**src/adec_params.svh**
```systemverilog
`ifndef ADEC_PARAMS_SVH
`define ADEC_PARAMS_SVH

// Table word bit positions
`define ADEC_TBL_RAM       3
`define ADEC_TBL_EPROM_HI  2
`define ADEC_TBL_EPROM_LO  1
`define ADEC_TBL_ONBOARD   0

// Idle and reset values, onboard io match value
`define ADEC_TBL_OFF       4'hF
`define ADEC_RAM_NONE      2'h3
`define ADEC_EPROM_NONE    2'h3
`define ADEC_SEL_NONE      8'hFF
`define ADEC_IO_HI_OFF     4'hF
`define ADEC_IO_LOCAL      4'h0

// Map numbers and block positions
`define ADEC_MAP_LOW_RAM_EPROM  3'h1
`define ADEC_MAP_HIGH_RAM_EPROM 3'h3
`define ADEC_BLK_FIRST     5'h00
`define ADEC_BLK_SECOND    5'h01
`define ADEC_BLK_FOURTH    5'h03
`define ADEC_BLK_PRE_TOP2  5'h1C
`define ADEC_BLK_TOP2      5'h1E
`define ADEC_BLK_LAST      5'h1F

// Io block numbers
`define ADEC_IO_RESERVED_BLK 3'h3

// Pipeline latency in register stages, input to output
`define ADEC_LATENCY       2

`endif

```
**src/adec_pkg.sv**
```systemverilog
package adec_pkg;

  typedef logic [0:14] adec_addr_t;
  typedef logic [2:0]  adec_map_t;
  typedef logic [3:0]  adec_word_t;
  typedef logic [7:0]  adec_index_t;

  typedef enum logic [1:0] {
    CYC_IDLE,
    CYC_READ,
    CYC_WRITE,
    CYC_IO
  } adec_cycle_e;

  typedef struct packed {
    adec_cycle_e kind;
    logic        a4;
    logic        mem_n;
    logic [3:0]  io_hi;
    logic [2:0]  io_blk;
  } adec_stage_s;

endpackage : adec_pkg

```
**src/adec_tbl_if.sv**
```systemverilog
`timescale 1ns/100ps
interface adec_tbl_if (
  input wire logic clk,
  input wire logic rst_n
);
  import adec_pkg::*;

  logic        ce;
  adec_index_t index;
  adec_word_t  data;

  modport client (input clk, input rst_n, output ce, output index, input data);
  modport lut    (input clk, input rst_n, input ce, input index, output data);
endinterface : adec_tbl_if

```
**src/adec_top.sv**
```systemverilog
`timescale 1ns/100ps
`include "adec_params.svh"
// Contract
// - RAM decoded whole, bank picked by A4
// - RAM select needs write low or read high
// - No RAM select before write strobe falls
// - High-RAM map: RAM F000, EPROM 0000
// - Low-RAM map: RAM 0000, EPROM high
// - Three jumper bits choose one of eight maps
// - Table holds 32 words per map, printed pattern
// - Table outputs active low
// - Address bit A0 most significant, lowest output bits least significant
// - A3-A9 decode into eight 32-word blocks
// - Block select three reserved, unattached
// - Onboard io space from A3-A6, cycle enable
// - Outside onboard space, external buffer enabled
// - Io map fixed logic, not programmable
// - Block selects drive fixed peripherals by index
// - Table off while memory cycle inactive
// - Table low inputs A0-A4, 1K-word blocks
// - Bit four RAM, bits three, two EPROM
// - Bit one low when any other low
module adec_top (
  input  wire logic                CORE_CLK,
  input  wire logic                RESETN,
  input  wire logic                CE,
  input  adec_pkg::adec_addr_t     ADDR,
  input  wire logic                MEMORY_CYCLE_N,
  input  wire logic                READ_STROBE,
  input  wire logic                WRITE_STROBE_N,
  input  adec_pkg::adec_map_t      MAP_SEL,
  output logic [1:0]               RAM_CS_N,
  output logic [1:0]               EPROM_CS_N,
  output logic                     ONBOARD_MEM_N,
  output logic                     ONBOARD_IO_SPACE,
  output logic                     EXT_IO_BUF_EN_N,
  output logic [7:0]               IO_BLOCK_SELECT_N
);
  import adec_pkg::*;

  adec_stage_s  stage_reg;
  adec_stage_s  stage_next;
  logic [1:0]   ram_cs_next;
  logic [1:0]   eprom_cs_next;
  logic         onboard_mem_next;
  logic         io_space_next;
  logic [7:0]   io_sel_next;
  adec_word_t   tbl;

  adec_tbl_if tbl_bus (
    .clk   (CORE_CLK),
    .rst_n (RESETN)
  );

  adec_rom u_rom (
    .port (tbl_bus.lut)
  );

  // Onboard io space test
  function automatic logic is_local_io(input logic mem_n, input logic [3:0] hi);
    return mem_n && (hi == `ADEC_IO_LOCAL);
  endfunction : is_local_io

  // Table index: jumpers high, top address bits low
  assign tbl_bus.ce    = CE;
  assign tbl_bus.index = {MAP_SEL, ADDR[0:4]};
  assign tbl           = tbl_bus.data;

  // Cycle classification, aligned with table read
  always_comb begin
    stage_next        = stage_reg;
    stage_next.a4     = ADDR[4];
    stage_next.mem_n  = MEMORY_CYCLE_N;
    stage_next.io_hi  = ADDR[3:6];
    stage_next.io_blk = ADDR[7:9];
    if (MEMORY_CYCLE_N) begin
      stage_next.kind = CYC_IO;
    end else if (!WRITE_STROBE_N) begin
      stage_next.kind = CYC_WRITE;
    end else if (READ_STROBE) begin
      stage_next.kind = CYC_READ;
    end else begin
      stage_next.kind = CYC_IDLE;
    end
  end

  always_ff @(posedge CORE_CLK) begin
    if (!RESETN) begin
      stage_reg.kind   <= CYC_IDLE;
      stage_reg.a4     <= 1'b0;
      stage_reg.mem_n  <= 1'b1;
      stage_reg.io_hi  <= `ADEC_IO_HI_OFF;
      stage_reg.io_blk <= 3'h0;
    end else if (CE) begin
      stage_reg <= stage_next;
    end
  end

  // Memory enables from the table word
  always_comb begin
    ram_cs_next      = `ADEC_RAM_NONE;
    eprom_cs_next    = `ADEC_EPROM_NONE;
    onboard_mem_next = 1'b1;
    case (stage_reg.kind)
      CYC_READ, CYC_WRITE: begin
        if (!tbl[`ADEC_TBL_RAM]) begin
          ram_cs_next[stage_reg.a4] = 1'b0;
        end
      end
      CYC_IDLE, CYC_IO: begin
        ram_cs_next = `ADEC_RAM_NONE;
      end
      default: ram_cs_next = `ADEC_RAM_NONE;
    endcase
    if (!stage_reg.mem_n) begin
      eprom_cs_next    = {tbl[`ADEC_TBL_EPROM_HI], tbl[`ADEC_TBL_EPROM_LO]};
      onboard_mem_next = tbl[`ADEC_TBL_ONBOARD];
    end
  end

  always_ff @(posedge CORE_CLK) begin
    if (!RESETN) begin
      RAM_CS_N      <= `ADEC_RAM_NONE;
      EPROM_CS_N    <= `ADEC_EPROM_NONE;
      ONBOARD_MEM_N <= 1'b1;
    end else if (CE) begin
      RAM_CS_N      <= ram_cs_next;
      EPROM_CS_N    <= eprom_cs_next;
      ONBOARD_MEM_N <= onboard_mem_next;
    end
  end

  // Fixed io block decode
  always_comb begin
    io_space_next = is_local_io(stage_reg.mem_n, stage_reg.io_hi);
    io_sel_next   = `ADEC_SEL_NONE;
    if (io_space_next) begin
      io_sel_next[stage_reg.io_blk] = 1'b0;
    end
  end

  always_ff @(posedge CORE_CLK) begin
    if (!RESETN) begin
      ONBOARD_IO_SPACE  <= 1'b0;
      EXT_IO_BUF_EN_N   <= 1'b0;
      IO_BLOCK_SELECT_N <= `ADEC_SEL_NONE;
    end else if (CE) begin
      ONBOARD_IO_SPACE  <= io_space_next;
      EXT_IO_BUF_EN_N   <= io_space_next;
      IO_BLOCK_SELECT_N <= io_sel_next;
    end
  end

  // Checking helpers
  logic [1:0] hist;
  logic       live;

  always_ff @(posedge CORE_CLK) begin
    if (!RESETN) begin
      hist <= 2'h0;
    end else begin
      hist <= {hist[0], CE};
    end
  end

  assign live = (hist == 2'h3);
endmodule : adec_top

```
**src/adec_rom.sv**
```systemverilog
`timescale 1ns/100ps
`include "adec_params.svh"
module adec_rom (
  adec_tbl_if.lut port
);
  import adec_pkg::*;

  // Map word lookup, zero bits are active
  function automatic adec_word_t tbl_word(input adec_index_t idx);
    logic [2:0] m;
    logic [4:0] b;
    adec_word_t w;
    m = idx[7:5];
    b = idx[4:0];
    w = `ADEC_TBL_OFF;
    case (m)
      3'h0, 3'h4: begin
        if (b <= `ADEC_BLK_SECOND) w = 4'h6;
      end
      3'h1: begin
        if (b <= `ADEC_BLK_SECOND) w = 4'h6;
        else if (b >= `ADEC_BLK_TOP2) w = 4'hA;
        else if (b >= `ADEC_BLK_PRE_TOP2) w = 4'hC;
      end
      3'h2, 3'h6: begin
        if (b >= `ADEC_BLK_TOP2) w = 4'h6;
      end
      3'h3: begin
        if (b <= `ADEC_BLK_SECOND) w = 4'hC;
        else if (b <= `ADEC_BLK_FOURTH) w = 4'hA;
        else if (b >= `ADEC_BLK_TOP2) w = 4'h6;
      end
      3'h5: begin
        if (b <= `ADEC_BLK_SECOND) w = 4'h6;
        else if (b == `ADEC_BLK_TOP2) w = 4'hC;
        else if (b == `ADEC_BLK_LAST) w = 4'hA;
      end
      3'h7: begin
        if (b == `ADEC_BLK_FIRST) w = 4'hC;
        else if (b == `ADEC_BLK_SECOND) w = 4'hA;
        else if (b >= `ADEC_BLK_TOP2) w = 4'h6;
      end
      default: w = `ADEC_TBL_OFF;
    endcase
    return w;
  endfunction : tbl_word

  // Registered table read
  always_ff @(posedge port.clk) begin
    if (!port.rst_n) begin
      port.data <= `ADEC_TBL_OFF;
    end else if (port.ce) begin
      port.data <= tbl_word(port.index);
    end
  end
endmodule : adec_rom

```
**config.mk**
```make
export PLATFORM = sky130hd
export DESIGN_NAME = adec_top
export DESIGN_NICKNAME = d
export VERILOG_FILES = /design/src/adec_pkg.sv /design/src/adec_tbl_if.sv /design/src/adec_top.sv /design/src/adec_rom.sv
export VERILOG_INCLUDE_DIRS = /design/src /design/src/src
export SDC_FILE = /design/constraint.sdc
export NUM_CORES = 1
export LEC_CHECK = 0
export BUFFER_PORTS_ARGS = -buffer_cell sky130_fd_sc_hd__buf_2
export CAP_MARGIN = 20
export CORE_MARGIN = 2
export CORE_UTILIZATION = 35
export DETAILED_ROUTE_END_ITERATION = 16
export HOLD_SLACK_MARGIN = 0.08
export MAX_ROUTING_LAYER = met4
export PLACE_DENSITY_LB_ADDON = 0.2
export SYNTH_ARGS = -nofsm -noshare
export SYNTH_HDL_FRONTEND = slang
export SYNTH_SLANG_ARGS = --single-unit
export TNS_END_PERCENT = 30
```
**constraint.sdc**
```tcl
create_clock -name CORE_CLK -period 1.12 [get_ports CORE_CLK]
set_input_delay 0 -clock CORE_CLK [delete_from_list [all_inputs] [get_ports CORE_CLK]]
set_output_delay 0 -clock CORE_CLK [all_outputs]
set_load 0.01 [all_outputs]
```
==> results.sh, run 1 <==
export IMPL_hpwl_um=2000
export IMPL_layout_commonest_cell="buf_2"
export IMPL_ys_seq_area_share_pct=47.4
export IMPL_stdcell_count=238
export IMPL_crit_path_end="IO_BLOCK_SELECT_N[0]"
export IMPL_drive_gt1_share_pct=35.9
export IMPL_drv_slew=0
export IMPL_antenna_left=0
export IMPL_grt_pass1_vias=1165
export IMPL_fmax_mhz=790
export IMPL_num_vias=1163
export IMPL_ys_warn_count=0
export IMPL_syn_area_um2=1220
export IMPL_p_switching_mw=0.502
export IMPL_violations="setup timing"
export IMPL_p_int_mw=1.56
export IMPL_firstDrtPassIters=4
export IMPL_p_seq_share_pct=52.9
export IMPL_io_buffers=33
export IMPL_synth_nets=159
export IMPL_period_share_pct=113
export IMPL_max_cap_violations=0
export IMPL_synth_seq_cells=29
export IMPL_drtIter0Drc=60
export IMPL_worstPathRequired_ns=1.34
export IMPL_dieArea_um2=3990
export IMPL_ir_worst_vdd_uv=637
export IMPL_start_kind="flip-flop"
export IMPL_power_density_nw_per_um2=1180
export IMPL_avgViaCountPerCell=4.89
export IMPL_critPathKind="flip-flop to flip-flop"
export IMPL_reg2reg_slack_ns=-0.15
export IMPL_clk_pin_slew_worst_paths_ns=0.09
export IMPL_clkPwrFrac_pct=34.9
export IMPL_largest_reg_flops=11
export IMPL_ff2ff_path_depth=4
export IMPL_drc=0
export IMPL_clockBufferDepth=2
export IMPL_die_x_um=63.2
export IMPL_p_comb_share_pct=12.2
export IMPL_holdWs_ns=0.132
export IMPL_dieHeight_um=63.2
export IMPL_row_count=21
export IMPL_min_delay_start="CE"
export IMPL_numCtsBuffers=5
export IMPL_cp_startpoint="stage_reg[4]"
export IMPL_wirelength_um=2890
export IMPL_grt_pass1_wl_um=4950
export IMPL_r2r_end="IO_BLOCK_SELECT_N[0]"
export IMPL_final_nets=215
export IMPL_ctsHtreeMaxLevel=2
export IMPL_syn_avg_cell_area_um2=9.07
export IMPL_track_usage_pct=16.1
export IMPL_start_util_pct=36.7
export IMPL_swShare_pct=24.3
export IMPL_synth_distinct_cells=36
export IMPL_area_growth_synth_to_final_pct=43.0
export IMPL_insertion_delay_ns=0.32
export IMPL_grt_max_degree=20
export IMPL_antenna_found_initial=0
export IMPL_synth_edf_count=0
export IMPL_synthCells=135
export IMPL_finalSetupTns_ns=-0.820
export IMPL_pin_count=39
export IMPL_synthFlopType="dfxtp_1"
export IMPL_place_congestion=0.759
export IMPL_wl_per_cell_um=12.1
export IMPL_status="finished with violations"
export IMPL_holdCritPathClass="input pin to flip-flop"
export IMPL_hold_path_depth=4
export IMPL_fin_crit_ns=1.27
export IMPL_fin_skew_ns=0.00657
export IMPL_hold_violations=0
export IMPL_cts_root_buf="clkbuf_4"
export IMPL_postSynth_asyncResetShare_pct=0
export IMPL_core_area_um2=3340
export IMPL_worst_pin_slew_ns=0.258
export IMPL_p_leak_nw=0.695
export IMPL_post_route_util_pct=52.5
export IMPL_cts_num_sinks=29
export IMPL_slew_headroom_pct=82.5
export IMPL_worstReg2RegStart="stage_reg[4]"
export IMPL_nFillCells=335
export IMPL_diodes=0
export IMPL_power_mw=2.07
export IMPL_rsz0062_at_grt="yes"
export IMPL_dp_cells=215
export IMPL_fin_ws_ns=-0.145
export IMPL_final_cell_mix="buf_2 (32), dfxtp_1 (27), nand2_1 (23), dlygate4sd3_1 (13), buf_4 (12)"
export IMPL_grt_ovfl_total=0
export IMPL_cp_end_kind="flip-flop"
export IMPL_setup_viol=9
export IMPL_cts_tree="done"
export IMPL_crit_fanout=3
export IMPL_crit_arrival_ns=1.48
cell type report:
type                            instances  area, um2  area share, %
Multi-Input combinational cell         97        657           37.5
Sequential cell                        29        583           33.3
Timing Repair Buffer                   57        380           21.7
Clock buffer                            7       65.1           3.71
Tap cell                               46       57.6           3.29
Clock inverter                          1       5.00          0.286
Inverter                                1       3.75          0.214
Yosys cell counts (all sizes together) (2+ instances only):
| library cell | instances | area share, % |
|---|---|---|
| and4b | 3 | 2.7 |
| nor2b | 8 | 4.1 |
| nand2b | 6 | 3.1 |
| mux2i | 6 | 4.9 |
| o22ai | 8 | 4.1 |
| nand3b | 2 | 1.2 |
| clkbuf | 4 | 1.2 |
| nor2 | 5 | 1.5 |
| a21oi | 4 | 1.6 |
| buf | 4 | 1.7 |
| nand3 | 5 | 2.0 |
| nand2 | 24 | 7.6 |
| o21ai | 9 | 3.7 |
| dfxtp | 29 | 47 |
| o32ai | 2 | 1.4 |
metrics by stage:
stage | worst slack (ns) | instance area, um2
finish | -0.145 | 1750
detailed placement | -0.177 | 1500
global placement | -0.124 | 1500
CTS | -0.151 | 1740
global route | -0.265 | 1750
floorplan | -0.0789 | 1250
how the worst min path moves through the flow:
stage	to	slack, ns
3_3_place_gp	stage_reg[10]	0.19
2_1_floorplan	stage_reg[10]	0.09
4_1_cts	stage_reg[4]	0.12
3_5_place_dp	stage_reg[10]	0.20
6_report	stage_reg[4]	0.13
5_1_grt	u_rom.port.data[1]	0.16
power groups by stage:
stage	Combinational, mW	Clock (mW)	Sequential [mW]
5_1_grt	0.281	0.790	1.10
3_5_place_dp	0.210	0	1.12
4_1_cts	0.248	0.737	1.09
6_report	0.252	0.721	1.09
2_1_floorplan	0.118	0	1.11
3_3_place_gp	0.203	0	1.11
logic make-up (layout without fill, tap and decap cells):
kind of cell / count (synthesis) / after routing / synth area share (%)
simple gates: 60 / 60 / 27.1
compound gates: 29 / 29 / 15.7
flops: 29 / 29 / 47.4
buf+inv: 9 / 66 / 3.27
mux: 7 / 7 / 5.82
xor+xnor: 1 / 1 / 0.715
worst max-delay path, cell delays in order, from the launching register on:
cell and delay [ns]:
dfxtp_2 0.35, nor4b_4 0.33, nand3b_1 0.16, o32ai_1 0.24, nand2_1 0.08
timing repair:
action / 4_1_cts / 5_1_grt
gates resized for setup: 4 / 3
setup buffers: 2 / 0
endpoints found under the setup margin: 8 / 9
hold buffers: 13 / 0
pin swaps: 6 / 2
endpoints found under the hold margin: 16 / 0
routing by layer:
layer	vias up	track usage [%]	share of wire (%)
met2	26	26.1	47
met3	8	5.00	3.9
met5	-	-	0
li1	597	-	-
met1	532	18.1	47
met4	0	7.50	2.0
No activity file was read; power rests on OpenSTA's default activity.
==> run 2: changes to the inputs <==
--- a/config.mk
+++ b/config.mk
@@ -13,7 +13,6 @@
 export DETAILED_ROUTE_END_ITERATION = 16
 export HOLD_SLACK_MARGIN = 0.08
 export MAX_ROUTING_LAYER = met4
-export PLACE_DENSITY_LB_ADDON = 0.2
 export SYNTH_ARGS = -nofsm -noshare
 export SYNTH_HDL_FRONTEND = slang
 export SYNTH_SLANG_ARGS = --single-unit
==> run 2 against run 1 <==
  * The run still ends with setup timing left
  * Utilization is 0.52 points higher
  * Die area stayed put
  * Sequential power hardly changed
  * Count of clock-buffer cells in the layout stayed put
  * Cell count is 1.7% higher
  * Fmax is 0.17% lower
  * Setup slack worse by 0.0022 ns
  * Flip-flop and latch count stayed put
  * Global-route usage is 1.8 points higher
  * First-iteration DRC count is 5.0% lower
  * Clock skew hardly changed
  * Register-to-register slack hardly changed
  * Critical path type unchanged
  * Largest cell class unchanged
  * Largest power group unchanged
==> results.sh, run 2 (synthesis gave the netlist of run 1 again) <==
export IMPL_swShare_pct=23.5
export IMPL_period_share_pct=113
export IMPL_pre_cts_ws_ns=-0.189
export IMPL_fin_crit_ns=1.27
export IMPL_core_area_um2=3340
export IMPL_num_vias=1189
export IMPL_rsz0062_at_grt="yes"
export IMPL_grt_ovfl_total=0
export IMPL_start_util_pct=36.7
export IMPL_slowest_stage="dfxtp_2"
export IMPL_final_nets=220
export IMPL_row_count=21
export IMPL_clkPwrFrac_pct=31.0
export IMPL_crit_arrival_ns=1.46
export IMPL_insertion_delay_ns=0.31
export IMPL_track_usage_pct=17.9
export IMPL_grt_pass1_vias=1208
export IMPL_p_int_mw=1.51
export IMPL_drtIter0Drc=57
export IMPL_largest_reg_flops=11
export IMPL_dieHeight_um=63.2
export IMPL_ctsHtreeMaxLevel=2
export IMPL_p_leak_nw=0.705
export IMPL_finalSetupTns_ns=-0.704
export IMPL_p_switching_mw=0.463
export IMPL_hpwl_um=2170
export IMPL_wirelength_um=3010
export IMPL_final_cell_mix="buf_2 (32), dfxtp_1 (27), nand2_1 (23), dlygate4sd3_1 (16), buf_4 (14)"
export IMPL_max_cap_violations=0
export IMPL_p_seq_share_pct=55.5
export IMPL_worst_path_buf_inv=0
export IMPL_dp_cells=217
export IMPL_ir_worst_vdd_uv=812
export IMPL_drv_slew=0
export IMPL_hold_violations=0
export IMPL_cpLargestDelayFamily="simple AND/OR/NAND/NOR gates"
export IMPL_violations="setup timing"
export IMPL_antenna_left=0
export IMPL_power_density_nw_per_um2=1110
export IMPL_slew_headroom_pct=81.1
export IMPL_worst_pin_slew_ns=0.284
export IMPL_drive_gt1_share_pct=34.2
export IMPL_cts_tree="done"
export IMPL_status="finished with violations"
export IMPL_area_growth_synth_to_final_pct=44.4
export IMPL_setup_viol=8
export IMPL_diodes=0
export IMPL_nFillCells=320
export IMPL_cts_num_sinks=29
export IMPL_grt_max_degree=27
export IMPL_layout_commonest_cell="buf_2"
export IMPL_crit_fanout=3
export IMPL_pin_count=39
export IMPL_cp_end_kind="flip-flop"
export IMPL_slowest_delay_ns=0.34
export IMPL_power_mw=1.97
export IMPL_wl_per_cell_um=12.4
export IMPL_numCtsBuffers=5
export IMPL_cts_root_buf="clkbuf_4"
export IMPL_dieArea_um2=3990
export IMPL_p_comb_share_pct=13.5
export IMPL_firstDrtPassIters=4
export IMPL_clockBufferDepth=2
export IMPL_holdCritPathClass="input pin to flip-flop"
export IMPL_clk_pin_slew_worst_paths_ns=0.09
export IMPL_avgViaCountPerCell=4.91
export IMPL_fin_skew_ns=0.00656
export IMPL_io_buffers=33
export IMPL_antenna_found_initial=0
export IMPL_start_kind="flip-flop"
export IMPL_critical_path_cell_chain="nor4b_4 > nand3b_1 > o32ai_1 > nand2_1"
export IMPL_fin_ws_ns=-0.148
export IMPL_critPathKind="flip-flop to flip-flop"
export IMPL_worstPathRequired_ns=1.32
export IMPL_drc=0
export IMPL_fmax_mhz=789
export IMPL_holdWs_ns=0.148
export IMPL_place_congestion=0.858
export IMPL_die_x_um=63.2
export IMPL_grt_pass1_wl_um=5550
export IMPL_stdcell_count=242
## run 2: cell types whose count changed in the layout (fill, tap and decap cells not counted), sizes merged
cell and delta:
clkinv -1, dlygate4sd3 +3, buf +2
## run 2: worst register-to-register path, cell delays in order (launching register included)
cell      delay, ns
dfxtp_2        0.34
nor4b_4        0.32
nand3b_1       0.16
o32ai_1        0.26
nand2_1        0.08
## run 2: path summary, 6_finish.rpt
check	slack, ns	start	cells past startpoint	end
worst max register to register	-0.15	stage_reg[4]	4	IO_BLOCK_SELECT_N[0]
worst min-delay path	0.15	CE	4	u_rom.port.data[3]
worst min register to register	0.48	u_rom.port.data[1]	1	u_rom.port.data[1]
worst max-delay path	-0.15	stage_reg[4]	4	IO_BLOCK_SELECT_N[0]
## run 2: metal layers
metal	up-vias	wire, um	GRT usage (%)
met5	-	0	-
met1	552	1390	21.8
met2	31	1470	29.5
li1	602	-	-
met3	4	135	4.46
met4	0	16	5.00
## run 2: area by class of cell
cell class              count  area, um2  share of cell area (%)
well taps                  46       57.6                    3.25
inverters                   1       3.75                   0.212
multi-input cells          97        644                    36.4
repair buffers             62        425                    24.0
flip-flops and latches     29        583                    33.0
clock buffers               7       55.1                    3.11
## run 2: through the flow
stage | cell area [um2] | utilization, %
final | 1770 | 53.0
after global placement | 1520 | 45.4
after global routing | 1770 | 53.0
after CTS | 1770 | 52.9
after detailed placement | 1520 | 45.4
after floorplan | 1250 | -
## run 2: repair_timing
item | in CTS | in global routing
endpoints found under the setup margin | 8 | 9
hold endpoints to repair | 15 | 0
hold buffers | 16 | 0
setup buffers | 2 | 0
resized for setup | 4 | 1
pin swaps | 7 | 1
gates cloned | 0 | 0
## run 2: power by group through the flow
stage | Sequential (mW) | Clock [mW] | Combinational, mW
5_1_grt | 1.10 | 0.678 | 0.295
3_3_place_gp | 1.11 | 0 | 0.209
6_report | 1.09 | 0.609 | 0.266
4_1_cts | 1.09 | 0.631 | 0.265
2_1_floorplan | 1.11 | 0 | 0.118
3_5_place_dp | 1.12 | 0 | 0.218
